[src/pmsc2_consts.vh]
// Purpose: constants for the power management status and control 2 block
// Assumes: APB with 32-bit data, two register words
// Notes: register data sits in the low 8 bits
`ifndef PMSC2_CONSTS_VH
`define PMSC2_CONSTS_VH
`define PMSC2_ADDR_WIDTH 12
`define PMSC2_CTRL2_OFFSET 12'h000
`define PMSC2_STATUS_OFFSET 12'h004
`define PMSC2_BIT_WARN_FLAG 7
`define PMSC2_BIT_WARN_CLEAR 6
`define PMSC2_BIT_DETECT_SEL 5
`define PMSC2_BIT_WARN_SEL 4
`define PMSC2_BIT_PPD_FLAG 3
`define PMSC2_BIT_PPD_CLEAR 2
`define PMSC2_BIT_PD_ALLOW 1
`define PMSC2_BIT_PD_DEPTH 0
`define PMSC2_RESET_VALUE 8'h00
`endif

[src/pmsc2_apb_slave.v]
// Purpose: APB slave decode for the register block
// Assumes: zero wait states
// Notes: one-cycle write and read strobes in the access phase
`timescale 1ns/1ps
`include "pmsc2_consts.vh"
module pmsc2_apb_slave (
   input wire sys_clk,
   input wire rst_b,
   input wire psel,
   input wire penable,
   input wire pwrite,
   input wire [`PMSC2_ADDR_WIDTH-1:0] paddr,
   output wire pready,
   output wire pslverr,
   output wire wrCtrl,
   output wire wrStatus,
   output wire rdAccess,
   output wire badAddr
);
   wire access;
   wire hitCtrl;
   wire hitStatus;
   assign access = psel & penable;
   assign hitCtrl = (paddr == `PMSC2_CTRL2_OFFSET);
   assign hitStatus = (paddr == `PMSC2_STATUS_OFFSET);
   assign pready = 1'b1;
   assign badAddr = ~(hitCtrl | hitStatus);
   assign pslverr = access & badAddr;
   assign wrCtrl = access & pwrite & hitCtrl;
   assign wrStatus = access & pwrite & hitStatus;
   assign rdAccess = access & ~pwrite;
endmodule // pmsc2_apb_slave

[src/pmsc2_sync.v]
// Purpose: two flip-flop synchroniser for a bus of levels
// Assumes: inputs come from outside sys_clk domain
// Notes: first stage read only by the second stage
`timescale 1ns/1ps
module pmsc2_sync #(
   parameter WIDTH = 4
) (
   input wire sys_clk,
   input wire rst_b,
   input wire [WIDTH-1:0] asyncIn,
   output reg [WIDTH-1:0] syncOut
);
   reg [WIDTH-1:0] meta_q;
   always @(posedge sys_clk) begin
      if (!rst_b) begin
         meta_q <= {WIDTH{1'b0}};
         syncOut <= {WIDTH{1'b0}};
      end else begin
         meta_q <= asyncIn;
         syncOut <= meta_q;
      end
   end
endmodule // pmsc2_sync

[src/power_mgmt_status_ctrl2.v]
// Purpose: power management status and control 2 register with APB access
// Assumes: analog comparators and reset sources arrive as async levels
// Notes: zero-wait APB, pready and pslverr registered from the setup phase
//
// Functional notes
// - warning flag sets on supply below warning trip, also after any reset (the code clears it on every reset)
// - warning flag is sticky until cleared with no warning present
// - writing 1 to warning clear clears flag only if no warning present
// - bit 5 picks brownout detect trip, 1 high, 0 low
// - bit 4 picks warning trip, 0 low, 1 high
// - partial power-down flag sets on leaving partial power-down mode
// - writing 1 to partial power-down clear clears that flag
// - bit 1 write-once after reset, allows power-down stop modes
// - bit 0 write-once after reset, 0 full, 1 partial power-down
//
// Added by the designer: the APB register port and the placing of the registers.
`timescale 1ns/1ps
`include "pmsc2_consts.vh"
module power_mgmt_status_ctrl2 (
   input wire sys_clk,
   input wire rst_b,
   input wire porReset,
   input wire psel,
   input wire penable,
   input wire pwrite,
   input wire [`PMSC2_ADDR_WIDTH-1:0] paddr,
   input wire [31:0] pwdata,
   input wire [3:0] pstrb,
   output reg [31:0] prdata,
   output reg pready,
   output reg pslverr,
   input wire supplyBelowWarnLow,
   input wire supplyBelowWarnHigh,
   input wire stopRequest,
   input wire wakeEvent,
   output reg detectHighSel,
   output reg warnHighSel,
   output reg powerdownAllow,
   output reg powerdownDepthSel,
   output reg fullPowerdownMode,
   output reg partialPowerdownMode
);
   ////////////////////////////////////////////////////////////////////////////
   // pin synchronisation
   wire [3:0] syncPins;
   wire warnLowSync;
   wire warnHighSync;
   wire stopSync;
   wire wakeSync;
   pmsc2_sync #(.WIDTH(4)) pinSync (
      .sys_clk(sys_clk),
      .rst_b(rst_b),
      .asyncIn({wakeEvent, stopRequest, supplyBelowWarnHigh, supplyBelowWarnLow}),
      .syncOut(syncPins)
   );
   assign warnLowSync = syncPins[0];
   assign warnHighSync = syncPins[1];
   assign stopSync = syncPins[2];
   assign wakeSync = syncPins[3];

   // power-on reset is a pin too
   reg porMeta_q;
   reg porSync_q;
   always @(posedge sys_clk) begin
      porMeta_q <= porReset;
      porSync_q <= porMeta_q;
   end

   ////////////////////////////////////////////////////////////////////////////
   // bus decode
   wire wrCtrl;
   wire wrStatus;
   wire rdAccess;
   wire badAddr;
   wire decReady;
   wire decErr;
   pmsc2_apb_slave busDecode (
      .sys_clk(sys_clk),
      .rst_b(rst_b),
      .psel(psel),
      .penable(penable),
      .pwrite(pwrite),
      .paddr(paddr),
      .pready(decReady),
      .pslverr(decErr),
      .wrCtrl(wrCtrl),
      .wrStatus(wrStatus),
      .rdAccess(rdAccess),
      .badAddr(badAddr)
   );

   wire setupPhase;
   wire byteWr;
   assign setupPhase = psel & ~penable;
   assign byteWr = wrCtrl & pstrb[0];

   ////////////////////////////////////////////////////////////////////////////
   // register state
   reg warnFlag_q;
   reg ppdFlag_q;
   reg pdAllow_q;
   reg pdDepth_q;
   reg allowWritten_q;
   reg depthWritten_q;
   reg detectSel_q;
   reg warnSel_q;
   reg inPartial_q;

   // active warning follows the selected trip point
   wire warnPresent;
   assign warnPresent = warnSel_q ? warnHighSync : warnLowSync;

   wire warnClear;
   wire ppdClear;
   assign warnClear = byteWr & pwdata[`PMSC2_BIT_WARN_CLEAR];
   assign ppdClear = byteWr & pwdata[`PMSC2_BIT_PPD_CLEAR];

   // warning flag: the set wins over the clear
   always @(posedge sys_clk) begin
      if (!rst_b) begin
         warnFlag_q <= 1'b0;
      end else if (warnPresent) begin
         warnFlag_q <= 1'b1;
      end else if (warnClear) begin
         warnFlag_q <= 1'b0;
      end
   end

   // stop mode tracking and recovery flag
   wire leavePartial;
   assign leavePartial = inPartial_q & wakeSync;
   always @(posedge sys_clk) begin
      if (!rst_b) begin
         inPartial_q <= 1'b0;
      end else if (leavePartial) begin
         inPartial_q <= 1'b0;
      end else if (stopSync & pdAllow_q & pdDepth_q) begin
         inPartial_q <= 1'b1;
      end
   end

   always @(posedge sys_clk) begin
      if (!rst_b) begin
         ppdFlag_q <= 1'b0;
      end else if (leavePartial) begin
         ppdFlag_q <= 1'b1;
      end else if (ppdClear) begin
         ppdFlag_q <= 1'b0;
      end
   end

   // write-once controls
   always @(posedge sys_clk) begin
      if (!rst_b) begin
         pdAllow_q <= 1'b0;
         pdDepth_q <= 1'b0;
         allowWritten_q <= 1'b0;
         depthWritten_q <= 1'b0;
      end else if (byteWr) begin
         if (!allowWritten_q) begin
            pdAllow_q <= pwdata[`PMSC2_BIT_PD_ALLOW];
            allowWritten_q <= 1'b1;
         end
         if (!depthWritten_q) begin
            pdDepth_q <= pwdata[`PMSC2_BIT_PD_DEPTH];
            depthWritten_q <= 1'b1;
         end
      end
   end

   // threshold selects survive all resets but power-on
   always @(posedge sys_clk) begin
      if (porSync_q) begin
         detectSel_q <= 1'b0;
         warnSel_q <= 1'b0;
      end else if (byteWr) begin
         detectSel_q <= pwdata[`PMSC2_BIT_DETECT_SEL];
         warnSel_q <= pwdata[`PMSC2_BIT_WARN_SEL];
      end
   end

   ////////////////////////////////////////////////////////////////////////////
   // read data
   function [7:0] ctrlImage;
      input wf;
      input ds;
      input ws;
      input pf;
      input pa;
      input pd;
      begin
         ctrlImage = `PMSC2_RESET_VALUE;
         ctrlImage[`PMSC2_BIT_WARN_FLAG] = wf;
         ctrlImage[`PMSC2_BIT_DETECT_SEL] = ds;
         ctrlImage[`PMSC2_BIT_WARN_SEL] = ws;
         ctrlImage[`PMSC2_BIT_PPD_FLAG] = pf;
         ctrlImage[`PMSC2_BIT_PD_ALLOW] = pa;
         ctrlImage[`PMSC2_BIT_PD_DEPTH] = pd;
      end
   endfunction

   reg [31:0] rdData_d;
   always @* begin
      rdData_d = 32'h00000000;
      if (paddr == `PMSC2_CTRL2_OFFSET) begin
         rdData_d[7:0] = ctrlImage(warnFlag_q, detectSel_q, warnSel_q,
            ppdFlag_q, pdAllow_q, pdDepth_q);
      end else if (paddr == `PMSC2_STATUS_OFFSET) begin
         rdData_d[3:0] = {inPartial_q, warnPresent, depthWritten_q, allowWritten_q};
      end
   end

   // registered answer, loaded in setup so access phase completes at once
   always @(posedge sys_clk) begin
      if (!rst_b) begin
         prdata <= 32'h00000000;
         pready <= 1'b0;
         pslverr <= 1'b0;
      end else begin
         pready <= setupPhase & decReady;
         pslverr <= setupPhase & badAddr;
         // unmapped accesses answer with zero data, writes included
         if (setupPhase & (~pwrite | badAddr)) begin
            prdata <= rdData_d;
         end
      end
   end

   ////////////////////////////////////////////////////////////////////////////
   // outputs to power controller
   // threshold outputs follow their selects through non-power-on resets
   always @(posedge sys_clk) begin
      detectHighSel <= detectSel_q;
      warnHighSel <= warnSel_q;
   end

   always @(posedge sys_clk) begin
      if (!rst_b) begin
         powerdownAllow <= 1'b0;
         powerdownDepthSel <= 1'b0;
         fullPowerdownMode <= 1'b0;
         partialPowerdownMode <= 1'b0;
      end else begin
         powerdownAllow <= pdAllow_q;
         powerdownDepthSel <= pdDepth_q;
         fullPowerdownMode <= pdAllow_q & ~pdDepth_q;
         partialPowerdownMode <= pdAllow_q & pdDepth_q;
      end
   end
endmodule // power_mgmt_status_ctrl2

[config.mk]
export PLATFORM = sky130hd
export DESIGN_NAME = power_mgmt_status_ctrl2
export DESIGN_NICKNAME = d
export VERILOG_FILES = /design/src/pmsc2_apb_slave.v /design/src/pmsc2_sync.v /design/src/power_mgmt_status_ctrl2.v
export VERILOG_INCLUDE_DIRS = /design/src
export SDC_FILE = /design/constraint.sdc
export NUM_CORES = 1
export LEC_CHECK = 0
export CAP_MARGIN = 5
export CORE_MARGIN = 2
export CORE_UTILIZATION = 54
export DETAILED_ROUTE_END_ITERATION = 6
export DONT_BUFFER_PORTS = 1
export HOLD_SLACK_MARGIN = 0.1
export PLACE_DENSITY = 0.69
export SYNTH_ARGS = -nofsm -noshare
export SYNTH_HDL_FRONTEND = slang
export SYNTH_SLANG_ARGS = --single-unit
[constraint.sdc]
create_clock -name sys_clk -period 1.18 [get_ports sys_clk]
set_input_delay 0.118 -clock sys_clk [delete_from_list [all_inputs] [get_ports sys_clk]]
set_output_delay 0.118 -clock sys_clk [all_outputs]
set_load 0.1 [all_outputs]
Word-level counts from Yosys, hierarchy flattened:

Cells that the tools add are included.

* eq/ne operators: 1
* multiplexer cells: 8
* bitwise logic cells: 22
* reduce and logical (&&, ||, !) cells: 5

Operators with widths (number)
* AND 1 bit: 14
* == test 12 x 3 -> 1 bit, second input constant: 1
* logical NOT 12 bit: 1
* 2-to-1 mux 4 bit: 3
* inverter 1 bit: 6
* 2-to-1 mux 1 bit: 5
* nonzero test 2 bit: 2
* bitwise OR 1 bit: 2
* AND reduction 2 bit: 1
* OR reduction 2 bit: 1

* flip-flop bits (word level): 34
* input port bits: 58
* output and inout port bits: 40

Longest topological paths before layout:

Gate-level depths: netlist of run 1.

* depth in word-level cells: 7
* depth in mapped cells: 5

By module:

A second synthesis of run 1 with hierarchy kept.

* cells, all modules: 141
* area, all modules: 1470.2 um^2

Modules (own cells, without submodules)
* power_mgmt_status_ctrl2: times used 1, cells an instance 113, area each 1166.1 um^2, seq. area each 500.5 um^2
* pmsc2_sync: times used 1, cells an instance 16, area each 210.2 um^2, seq. area each 160.2 um^2
* pmsc2_apb_slave: times used 1, cells an instance 12, area each 93.8 um^2, seq. area each 0.0 um^2

Worst setup path after synthesis of run 1:

OpenSTA, ideal clock, no wires.

* path type: register -> register
* from: reg prdata[2] (netlist name)
* to: reg prdata[2]
* library setup time: 0.072 ns
* arrival: 1.150 ns
* path slack: -0.042 ns
* stages on the path, launching flop included: 3
* cell sequence: dfxtp_1 > nand2_1 > mux2i_1

RTL lines
* end signal, assigned: line power_mgmt_status_ctrl2.v:224 `prdata <= rdData_d;`
* end, declared: line power_mgmt_status_ctrl2.v:29 `output reg [31:0] prdata,`

==> flow_summary.toml, run 1 <==
[detailed_routing]
routed_wirelength_microns = 2400
vias = 996
vias_per_cell = 4.68
drc = 0
drtAntennaViolNets = 0
first_pass_iters = 4
wl_per_cell_microns = 11.3
first_iter_violations = 8

[power_and_ir_drop]
irDropWorstVdd_uv = 1250
switching_share = 0.330
seqPwrFrac = 0.492
fin_total_pwr_mw = 2.31
p_leak_nw = 0.788
p_per_area_mw_per_mm2 = 1340
internal_power_mw = 1.55
clkPwrFrac = 0.303
combPwrFrac = 0.204
power.switching_uw = 764

[layout]
stdcell_count = 213
nFillCells = 186
top_regs = "prdata: 7 flops, pinSync.meta_q: 4 flops, pinSync.syncOut: 4 flops"
largest_register_ffs = 7
regMostFlops = "prdata"
drive_above_1_share = 0.240
final_area_sq_mm = 0.00173
nets = 240
synthToLayoutAreaGrowth_pct = 25.0
antenna_cells = 0

[setup_path]
r2r_cells = 3
ff2ff_setup_slack_ns = 0.08
crit_type = "reg -> reg"
r2r-end = "prdata[1]"
crit_path_end_kind = "flop"
cp_max_fo = 2
required_ns = 1.44
start_kind = "flop"
reg2reg_from = "prdata[1]"
worstPathArrival_ns = 1.36

[cts]
cts_made_buffers = 5
cts_root_buffer = "clkbuf_4"
clk_latency_ns = 0.32
clk_pin_slew_ns = 0.10
cts_tree = "done"
clkSinkCount = 33
post-cts-setup-buffers = 0
clockBufferDepth = 2
cts_max_level = 2

[sta]
final_max_slew_viol_count = 0
relSlewSlack = 0.629
setup_viol_count_final = 0
skew_ns = 0.00334
worst_slew_pin_slew_ns = 0.557
setup_tns_ns = 0
rsz0062_at_grt = "false"
holdWs_ns = 0.124
post-route-min-period_ns = 1.10
max_freq_mhz = 908
period_share = 0.933
finalHoldViolCount = 0

[floorplanning]
coreArea_sq_mm = 0.00245
num_rows = 18
die_x_microns = 54.6
die_h_microns = 54.6
die_area_sq_mm = 0.00298
initial_utilization = 0.564
ios = 98

[place]
dpl_cell_area_sq_mm = 0.00146
dp_hpwl_microns = 1640
port_buffers = 0
gp_congestion = 0.751
placed_cells = 185

[worst_hold_path]
worstHoldStart = "paddr[2]"
hold_path_end = "prdata[3]"
worstHoldPathCells = 3
hold_class = "in -> reg"

[grt]
grt_max_degree = 17
grt-ovfl-total = 0
antenna_found_initial = 0
grt.total_usage = 0.180
grt_pass1_vias = 830
grt_pass1_wl_microns = 3570

[logic_synthesis]
synthCells = 140
yosys_warnings = 0
synth_area_sq_mm = 0.00138
synth.distinct_cells = 31
ys_ff_latch = 33
yosysSeqAreaShare = 0.477
syn_area_per_cell_sq_um = 9.88

[flow_run]
cap_viol_max_count = 0

[status]
outcome = "finished clean"
what timing repair did:
item / 4_1_cts / 5_1_grt
hold buffers: 20 / 0
endpoints found under the hold margin: 30 / 0
resized for setup: 0 / 1
setup endpoints to repair: 0 / 1
worst max-delay path, stage by stage, from the launching register on:
cell and delay (ns):
dfxtp_2 0.34, nand2_1 0.04, dlygate4sd3_1 0.54, o21ai_1 0.12
worst max path at each step:
stage / from / to / slack (ns) / cells past startpoint
finish: prdata[1] / prdata[1] / 0.08 / 3
global route: prdata[1] / prdata[1] / 0.03 / 3
CTS: rst_b / ppdFlag_q / 0.01 / 3
detailed placement: paddr[9] / pdAllow_q / -0.1 / 5
global placement: paddr[5] / prdata[2] / 0.01 / 5
floorplan: paddr[5] / pdAllow_q / 0.02 / 5
metal layers:
metal  global-route usage  share of wire  vias up  wire [microns]
li1                     -              -      498               -
met1                0.194           0.40      450             970
met2                0.290           0.51       44            1220
met3               0.0902          0.075        4             180
met4               0.0875          0.013        0              31
met5                    0              0        -               0
layout by cell type (no fill, tap or decap):
master	instances
o21a_1	1
and4_1	2
nand3b_1	2
mux2_2	3
nor2_1	7
a21boi_1	1
dfxtp_2	7
nor4b_1	1
clkinv_2	1
nand2_1	14
a31oi_1	1
nand3_1	2
a21oi_1	1
dfxtp_1	26
nand4_2	1
mux2i_1	7
dlygate4sd3_1	19
and2_1	8
nor3_1	1
clkbuf_8	2
dlymetal6s4s_1	1
nand4_1	4
a311oi_1	1
o21ai_0	2
clkbuf_4	5
and2_4	1
buf_4	21
and4b_1	1
nor4_4	2
and2b_4	1
inv_1	6
o21ai_1	4
conb_1	25
nor2b_1	2
final cells by class:
type                            count  area, sq um  area share
Tap cell                           30         37.5      0.0217
Timing Repair Buffer               41          360       0.208
Clock buffer                        7         65.1      0.0376
Inverter                            6         22.5      0.0130
Sequential cell                    33          669       0.387
Multi-Input combinational cell     95          569       0.329
Clock inverter                      1         5.00     0.00289
synthesized netlist by cell type (all sizes together):
| library cell | number | share of area |
|---|---|---|
| a21boi | 1 | 0.0054 |
| a21oi | 1 | 0.0036 |
| a311oi | 1 | 0.0063 |
| a31oi | 1 | 0.0045 |
| and2 | 9 | 0.042 |
| and2b | 1 | 0.0072 |
| and4 | 2 | 0.013 |
| and4b | 1 | 0.0072 |
| buf | 28 | 0.15 |
| clkbuf | 2 | 0.0054 |
| conb | 1 | 0.0027 |
| dfxtp | 33 | 0.48 |
| inv | 6 | 0.016 |
| mux2 | 3 | 0.024 |
| mux2i | 7 | 0.051 |
| nand2 | 14 | 0.038 |
| nand3 | 2 | 0.0072 |
| nand3b | 2 | 0.011 |
| nand4 | 5 | 0.027 |
| nor2 | 7 | 0.019 |
| nor2b | 2 | 0.0090 |
| nor3 | 1 | 0.0036 |
| nor4 | 2 | 0.031 |
| nor4b | 1 | 0.0063 |
| o21a | 1 | 0.0054 |
| o21ai | 6 | 0.022 |
power by group through the flow:
| stage | Combinational [mW] | Sequential [mW] | Clock [mW] |
|---|---|---|---|
| 5_1_grt | 0.491 | 1.14 | 0.769 |
| 3_3_place_gp | 0.413 | 1.16 | 0 |
| 3_5_place_dp | 0.415 | 1.17 | 0 |
| 6_report | 0.473 | 1.14 | 0.702 |
| 2_1_floorplan | 0.456 | 1.18 | 0 |
| 4_1_cts | 0.471 | 1.14 | 0.720 |
metrics by stage:
step | util | setup slack [ns]
floorplan | - | 0.0217
global placement | 0.593 | 0.0121
detailed placement | 0.593 | -0.0987
CTS | 0.703 | 0.0101
global route | 0.704 | 0.0267
finish | 0.704 | 0.0791
cells by family after synthesis:
kind of cell	after synthesis	share of synthesized area
compound gates	11	0.0470
other cells	1	0.00271
mux	10	0.0750
flops	33	0.477
simple gates	49	0.222
buf+inv	36	0.176
Power figures use the tool's default switching activity.
==> inputs of run 2 (changes only) <==
--- a/config.mk
+++ b/config.mk
@@ -6,13 +6,15 @@
 export SDC_FILE = /design/constraint.sdc
 export NUM_CORES = 1
 export LEC_CHECK = 0
+export ABC_AREA = 1
 export CAP_MARGIN = 5
 export CORE_MARGIN = 2
-export CORE_UTILIZATION = 54
+export CORE_UTILIZATION = 55
 export DETAILED_ROUTE_END_ITERATION = 6
 export DONT_BUFFER_PORTS = 1
+export GPL_ROUTABILITY_DRIVEN = 0
 export HOLD_SLACK_MARGIN = 0.1
-export PLACE_DENSITY = 0.69
+export PLACE_DENSITY = 0.7
 export SYNTH_ARGS = -nofsm -noshare
 export SYNTH_HDL_FRONTEND = slang
 export SYNTH_SLANG_ARGS = --single-unit
==> run 2 against run 1 <==
Against the previous run:
- worst setup slack worse by 0.055 ns
- sequential cell count unchanged
- synthesized cell count grew 38%
- worst hold slack improved by 0.011 ns
- maximum frequency down 4.8%
- core utilization up 3.7 points
- largest power group unchanged
- sequential power is essentially flat
- clock power up 25%
- global-route usage increased by 1.6 points
==> flow_summary.toml, run 2 <==
[sta]
post-route-min-period_ns = 1.16
final_max_slew_viol_count = 0
finalHoldViolCount = 0
setup_viol_count_final = 0
max_freq_mhz = 865
skew_ns = 0.00326
setup_tns_ns = 0
period_share = 0.980

[power_and_ir_drop]
fin_total_pwr_mw = 2.67
clkPwrFrac = 0.328
switching_share = 0.345
internal_power_mw = 1.75
irDropWorstVdd_uv = 1100
combPwrFrac = 0.237
seqPwrFrac = 0.435
power.switching_uw = 922
p_per_area_mw_per_mm2 = 1450
p_leak_nw = 0.933

[cts]
clk_latency_ns = 0.33
clockBufferDepth = 2
cts_tree = "done"
cts_root_buffer = "clkbuf_4"
clk_pin_slew_ns = 0.10
cts_max_level = 2
clkSinkCount = 33
post-cts-setup-buffers = 0
cts_made_buffers = 5

[layout]
synthToLayoutAreaGrowth_pct = 28.4
fin_util = 0.741
stdcell_count = 270
regMostFlops = "prdata"
final_common_cell = "nand2_1"
nets = 297
largest_register_ffs = 7
layout_common_cells = "nand2_1 (43), dfxtp_1 (28), conb_1 (25), dlygate4sd3_1 (25)"
antenna_cells = 0
top_regs = "prdata: 7 flops, pinSync.meta_q: 4 flops, pinSync.syncOut: 4 flops"
drive_above_1_share = 0.163
nFillCells = 200

[setup_path]
crit_type = "reg -> reg"
start_kind = "flop"
required_ns = 1.46
cp_num_buf_inv = 1
worst_path_dominant_cell_family = "buffers and inverters"
path_cells = "nand2_1, dlygate4sd3_1, nor2_1"
worstPathArrival_ns = 1.43
slowest_delay_ns = 0.56
crit_path_end_kind = "flop"
worst_path_max_delay_cell = "dlygate4sd3_1"
cp_max_fo = 4

[grt]
grt_pass1_wl_microns = 4050
antenna_found_initial = 0
grt_pass1_vias = 1026
grt.total_usage = 0.196
grt_max_degree = 22
grt-ovfl-total = 0

[detailed_routing]
vias_per_cell = 4.44
routed_wirelength_microns = 2880
drc = 0
wl_per_cell_microns = 10.7
first_pass_iters = 4
vias = 1198
drtAntennaViolNets = 0
first_iter_violations = 6

[floorplanning]
ios = 98
die_x_microns = 55.0
die_area_sq_mm = 0.00302
num_rows = 18
die_h_microns = 55.0
initial_utilization = 0.577
coreArea_sq_mm = 0.00248

[logic_synthesis]
synth_area_leader_cell = "dfxtp_1"
syn_area_per_cell_sq_um = 7.41
synth_edf_count = 0
ys_ff_latch = 33
synth_top_cell_area_share = 0.462
synthCells = 193
ys.flop_type = "dfxtp_1"
synth.most_common_cell = "nand2_1"
async_flop_share = 0
synth_area_sq_mm = 0.00143
synthTopCellsByCount = "nand2_1 (43), dfxtp_1 (33), buf_4 (26)"
yosysSeqAreaShare = 0.462
synth.distinct_cells = 18
synth_area_leaders = "dfxtp_1 (46%), buf_4 (14%), nand2_1 (11%)"
yosys_warnings = 0

[place]
dp_hpwl_microns = 1790
placed_cells = 237
port_buffers = 0

[worst_hold_path]
hold_class = "in -> reg"

[status]
outcome = "finished clean"

[flow_run]
cap_viol_max_count = 0
[run 2: cell count changes after synthesis, moves of 3 or more]
cell / delta
a21oi_1: +7
and2_1: -8
inv_1: +18
inv_2: +4
mux2_2: -3
mux2i_1: -7
nand2_1: +29
nand3_1: +13
nor2_1: +17
nor3_1: +3
o21ai_1: -4
[run 2: worst paths after layout]
kind	slack, ns	start	cells after the start	endpoint
setup / recovery	0.02	pdAllow_q	3	fullPowerdownMode
hold / removal	0.13	pwrite	3	prdata[5]
setup reg to reg	0.02	pdAllow_q	3	fullPowerdownMode
hold reg to reg	0.34	porMeta_q	0	porSync_q
[run 2: layout make-up]
type	instances	area, sq um	area share
multi-input cells	128	557	0.303
well taps	30	37.5	0.0204
repair buffers	43	385	0.210
flip-flops and latches	33	667	0.363
clock inverters	1	30.0	0.0163
clock buffers	7	55.1	0.0300
inverters	28	105	0.0572
[run 2: cell families (layout without fill, tap and decap cells)]
logic type             count (synthesis)  after routing  share of synthesized area
flip-flops                            33             33                      0.462
other                                  1             25                    0.00262
AO/OA/AOI/OAI                          9              9                     0.0332
buffers and inverters                 56             79                      0.215
AND/OR/NAND/NOR                       94             94                      0.287
[run 2: stage by stage]
step	setup WS, ns	hold slack, ns	instance area (sq um)
after global placement	0.0928	0.146	1490
after detailed placement	0.0596	0.146	1490
after CTS	0.0332	-0.133	1780
after floorplan	0.00129	0.146	1520
final	0.0237	0.135	1840
after global routing	-0.0329	0.168	1840
[run 2: what timing repair did]
| item | CTS | global route |
|---|---|---|
| gates resized for setup | 0 | 3 |
| endpoints found under the setup margin | 0 | 3 |
| hold buffers | 20 | 5 |
| endpoints found under the hold margin | 30 | 12 |
[run 2: worst min-delay path: stages]
cell,delay (ns)
nand3_2,0.15
a21oi_1,0.09
nor2_1,0.08
[run 2: layer usage]
layer	GRT usage	vias to the layer above	share of wire
li1	-	630	-
met1	0.201	521	0.37
met2	0.359	44	0.54
met3	0.0806	3	0.074
met4	0.0610	0	0.012
met5	0	-	0
[run 2: power groups by stage]
stage	Clock [mW]	Sequential [mW]	Combinational [mW]
after detailed placement	0	1.19	0.571
after global routing	0.943	1.17	0.662
after floorplan	0	1.30	0.487
after global placement	0	1.19	0.567
after CTS	0.901	1.16	0.615
final	0.877	1.16	0.633
==> inputs of run 3 (changes only) <==
--- a/config.mk
+++ b/config.mk
@@ -14,7 +14,9 @@
 export DONT_BUFFER_PORTS = 1
 export GPL_ROUTABILITY_DRIVEN = 0
 export HOLD_SLACK_MARGIN = 0.1
+export MAX_ROUTING_LAYER = met4
 export PLACE_DENSITY = 0.7
+export SKIP_CTS_REPAIR_TIMING = 1
 export SYNTH_ARGS = -nofsm -noshare
 export SYNTH_HDL_FRONTEND = slang
 export SYNTH_SLANG_ARGS = --single-unit
==> run 3 against run 2 <==
Against the previous run:
- clock power is essentially flat
- clock-buffer cell count unchanged
- critical path depth unchanged
- non-clock buffer count is 3 lower
- power barely moved
- combinational power hardly changed
- design area fell by 2.0%
- register-to-register slack better by 0.02 ns
- critical path type unchanged
- largest power group unchanged
==> flow_summary.toml, run 3 (synthesis results as in run 2) <==
[status]
outcome = "finished clean"

[detailed_routing]
wl_per_cell_microns = 10.4
first_pass_iters = 4
vias = 1190
routed-wl-met3_microns = 177
vias_per_cell = 4.46
dr.max_layer_used = "met4"
first_iter_violations = 10
wl_met2_microns = 1480
drc = 0
met1_length_microns = 1090
drtAntennaViolNets = 0
routed_wirelength_microns = 2780

[grt]
grt_max_degree = 22
antenna_found_initial = 0
grt_pass1_wl_microns = 3660
grt-ovfl-total = 0
grt_pass1_vias = 927
grt.total_usage = 0.183

[setup_path]
crit_path_end_kind = "flop"
start_kind = "flop"
crit_type = "reg -> reg"
required_ns = 1.46
reg2reg_from = "pdDepth_q"
r2r_cells = 3
cp_max_fo = 5
r2r-end = "powerdownDepthSel"
worstPathArrival_ns = 1.42
ff2ff_setup_slack_ns = 0.05

[sta]
setup_ws_ns = 0.0483
final_max_slew_viol_count = 0
finalHoldViolCount = 0
max_freq_mhz = 884
post-route-min-period_ns = 1.13
period_share = 0.959
setup_viol_count_final = 0
skew_ns = 0.00413

[flow_run]
cap_viol_max_count = 0

[place]
port_buffers = 0
dpl_cell_area_sq_mm = 0.00149
dp_hpwl_microns = 1790
pre_cts_ws_ns = 0.0596
placed_cells = 237

[layout]
final_area_sq_mm = 0.00180
stdcell_count = 267
top_regs = "prdata: 7 flops, pinSync.meta_q: 4 flops, pinSync.syncOut: 4 flops"
drive_above_1_share = 0.156
final_common_cell = "nand2_1"
seqCellArea_sq_um = 664
regMostFlops = "prdata"
synthToLayoutAreaGrowth_pct = 25.8
antenna_cells = 0
largest_register_ffs = 7
multi_input_area_sq_um = 552
nFillCells = 215
layout_common_cells = "nand2_1 (43), dfxtp_1 (30), conb_1 (25), inv_1 (24), nor2_1 (24)"
nets = 294

[power_and_ir_drop]
fin_total_pwr_mw = 2.67
irDropWorstVdd_uv = 1120
p_per_area_mw_per_mm2 = 1480
p_leak_nw = 0.918

[floorplanning]
num_rows = 18
coreArea_sq_mm = 0.00248
die_area_sq_mm = 0.00302
die_h_microns = 55.0
ios = 98
die_x_microns = 55.0
initial_utilization = 0.577

[cts]
clk_latency_ns = 0.33
clk_pin_slew_ns = 0.10
cts_root_buffer = "clkbuf_4"
cts_tree = "done"
clockBufferDepth = 2
cts_made_buffers = 5
clkSinkCount = 33
cts_max_level = 2

[worst_hold_path]
hold_path_end = "prdata[7]"
worstHoldPathCells = 3
worstHoldStart = "penable"
hold_class = "in -> reg"
==> run 3: changes by cell type in the layout (fill, tap and decap cells not counted), sizes merged <==
cell         previous run  this run
dlygate4sd3            25        22
==> run 3: how the worst max path moves through the flow <==
stage,from,end,depth (start not counted)
floorplan,prdata[2],prdata[2],2
global placement,paddr[11],prdata[3],8
detailed placement,paddr[9],prdata[0],8
CTS,prdata[4],prdata[4],1
global route,pdDepth_q,powerdownDepthSel,3
finish,pdDepth_q,powerdownDepthSel,3
==> run 3: routing by layer <==
| metal | up-vias | global-route usage |
|---|---|---|
| li1 | 626 | - |
| met1 | 524 | 0.180 |
| met2 | 38 | 0.313 |
| met3 | 2 | 0.0860 |
| met4 | 0 | 0.0732 |
| met5 | - | - |
==> run 3: final cells by class <==
type / instances / share of cell area
tap: 30 / 0.0209
sequential: 33 / 0.369
timing repair buffer: 40 / 0.197
multi-input combinational: 128 / 0.307
inverter: 28 / 0.0584
clock buffer: 7 / 0.0306
clock inverter: 1 / 0.0167
==> run 3: report_power, final <==
group	leakage [nW]	switching (mW)	total [mW]	internal, mW
Combinational	0.602	0.536	0.632	0.0966
Sequential	0.271	0.0125	1.16	1.15
Clock	0.0455	0.371	0.877	0.506
==> run 3: critical path, stage by stage, from the launching register on <==
cell and delay [ns]:
dfxtp_1 0.42, nand2_1 0.06, dlygate4sd3_1 0.55, inv_1 0.05
==> run 3: per-stage QoR <==
step	utilization	hold WS, ns	TNS [ns]
after floorplan	-	0.146	0
after global placement	0.603	0.146	0
after detailed placement	0.603	0.146	0
after CTS	0.637	-0.216	0
after global routing	0.726	0.104	-0.00834
final	0.726	0.0779	0
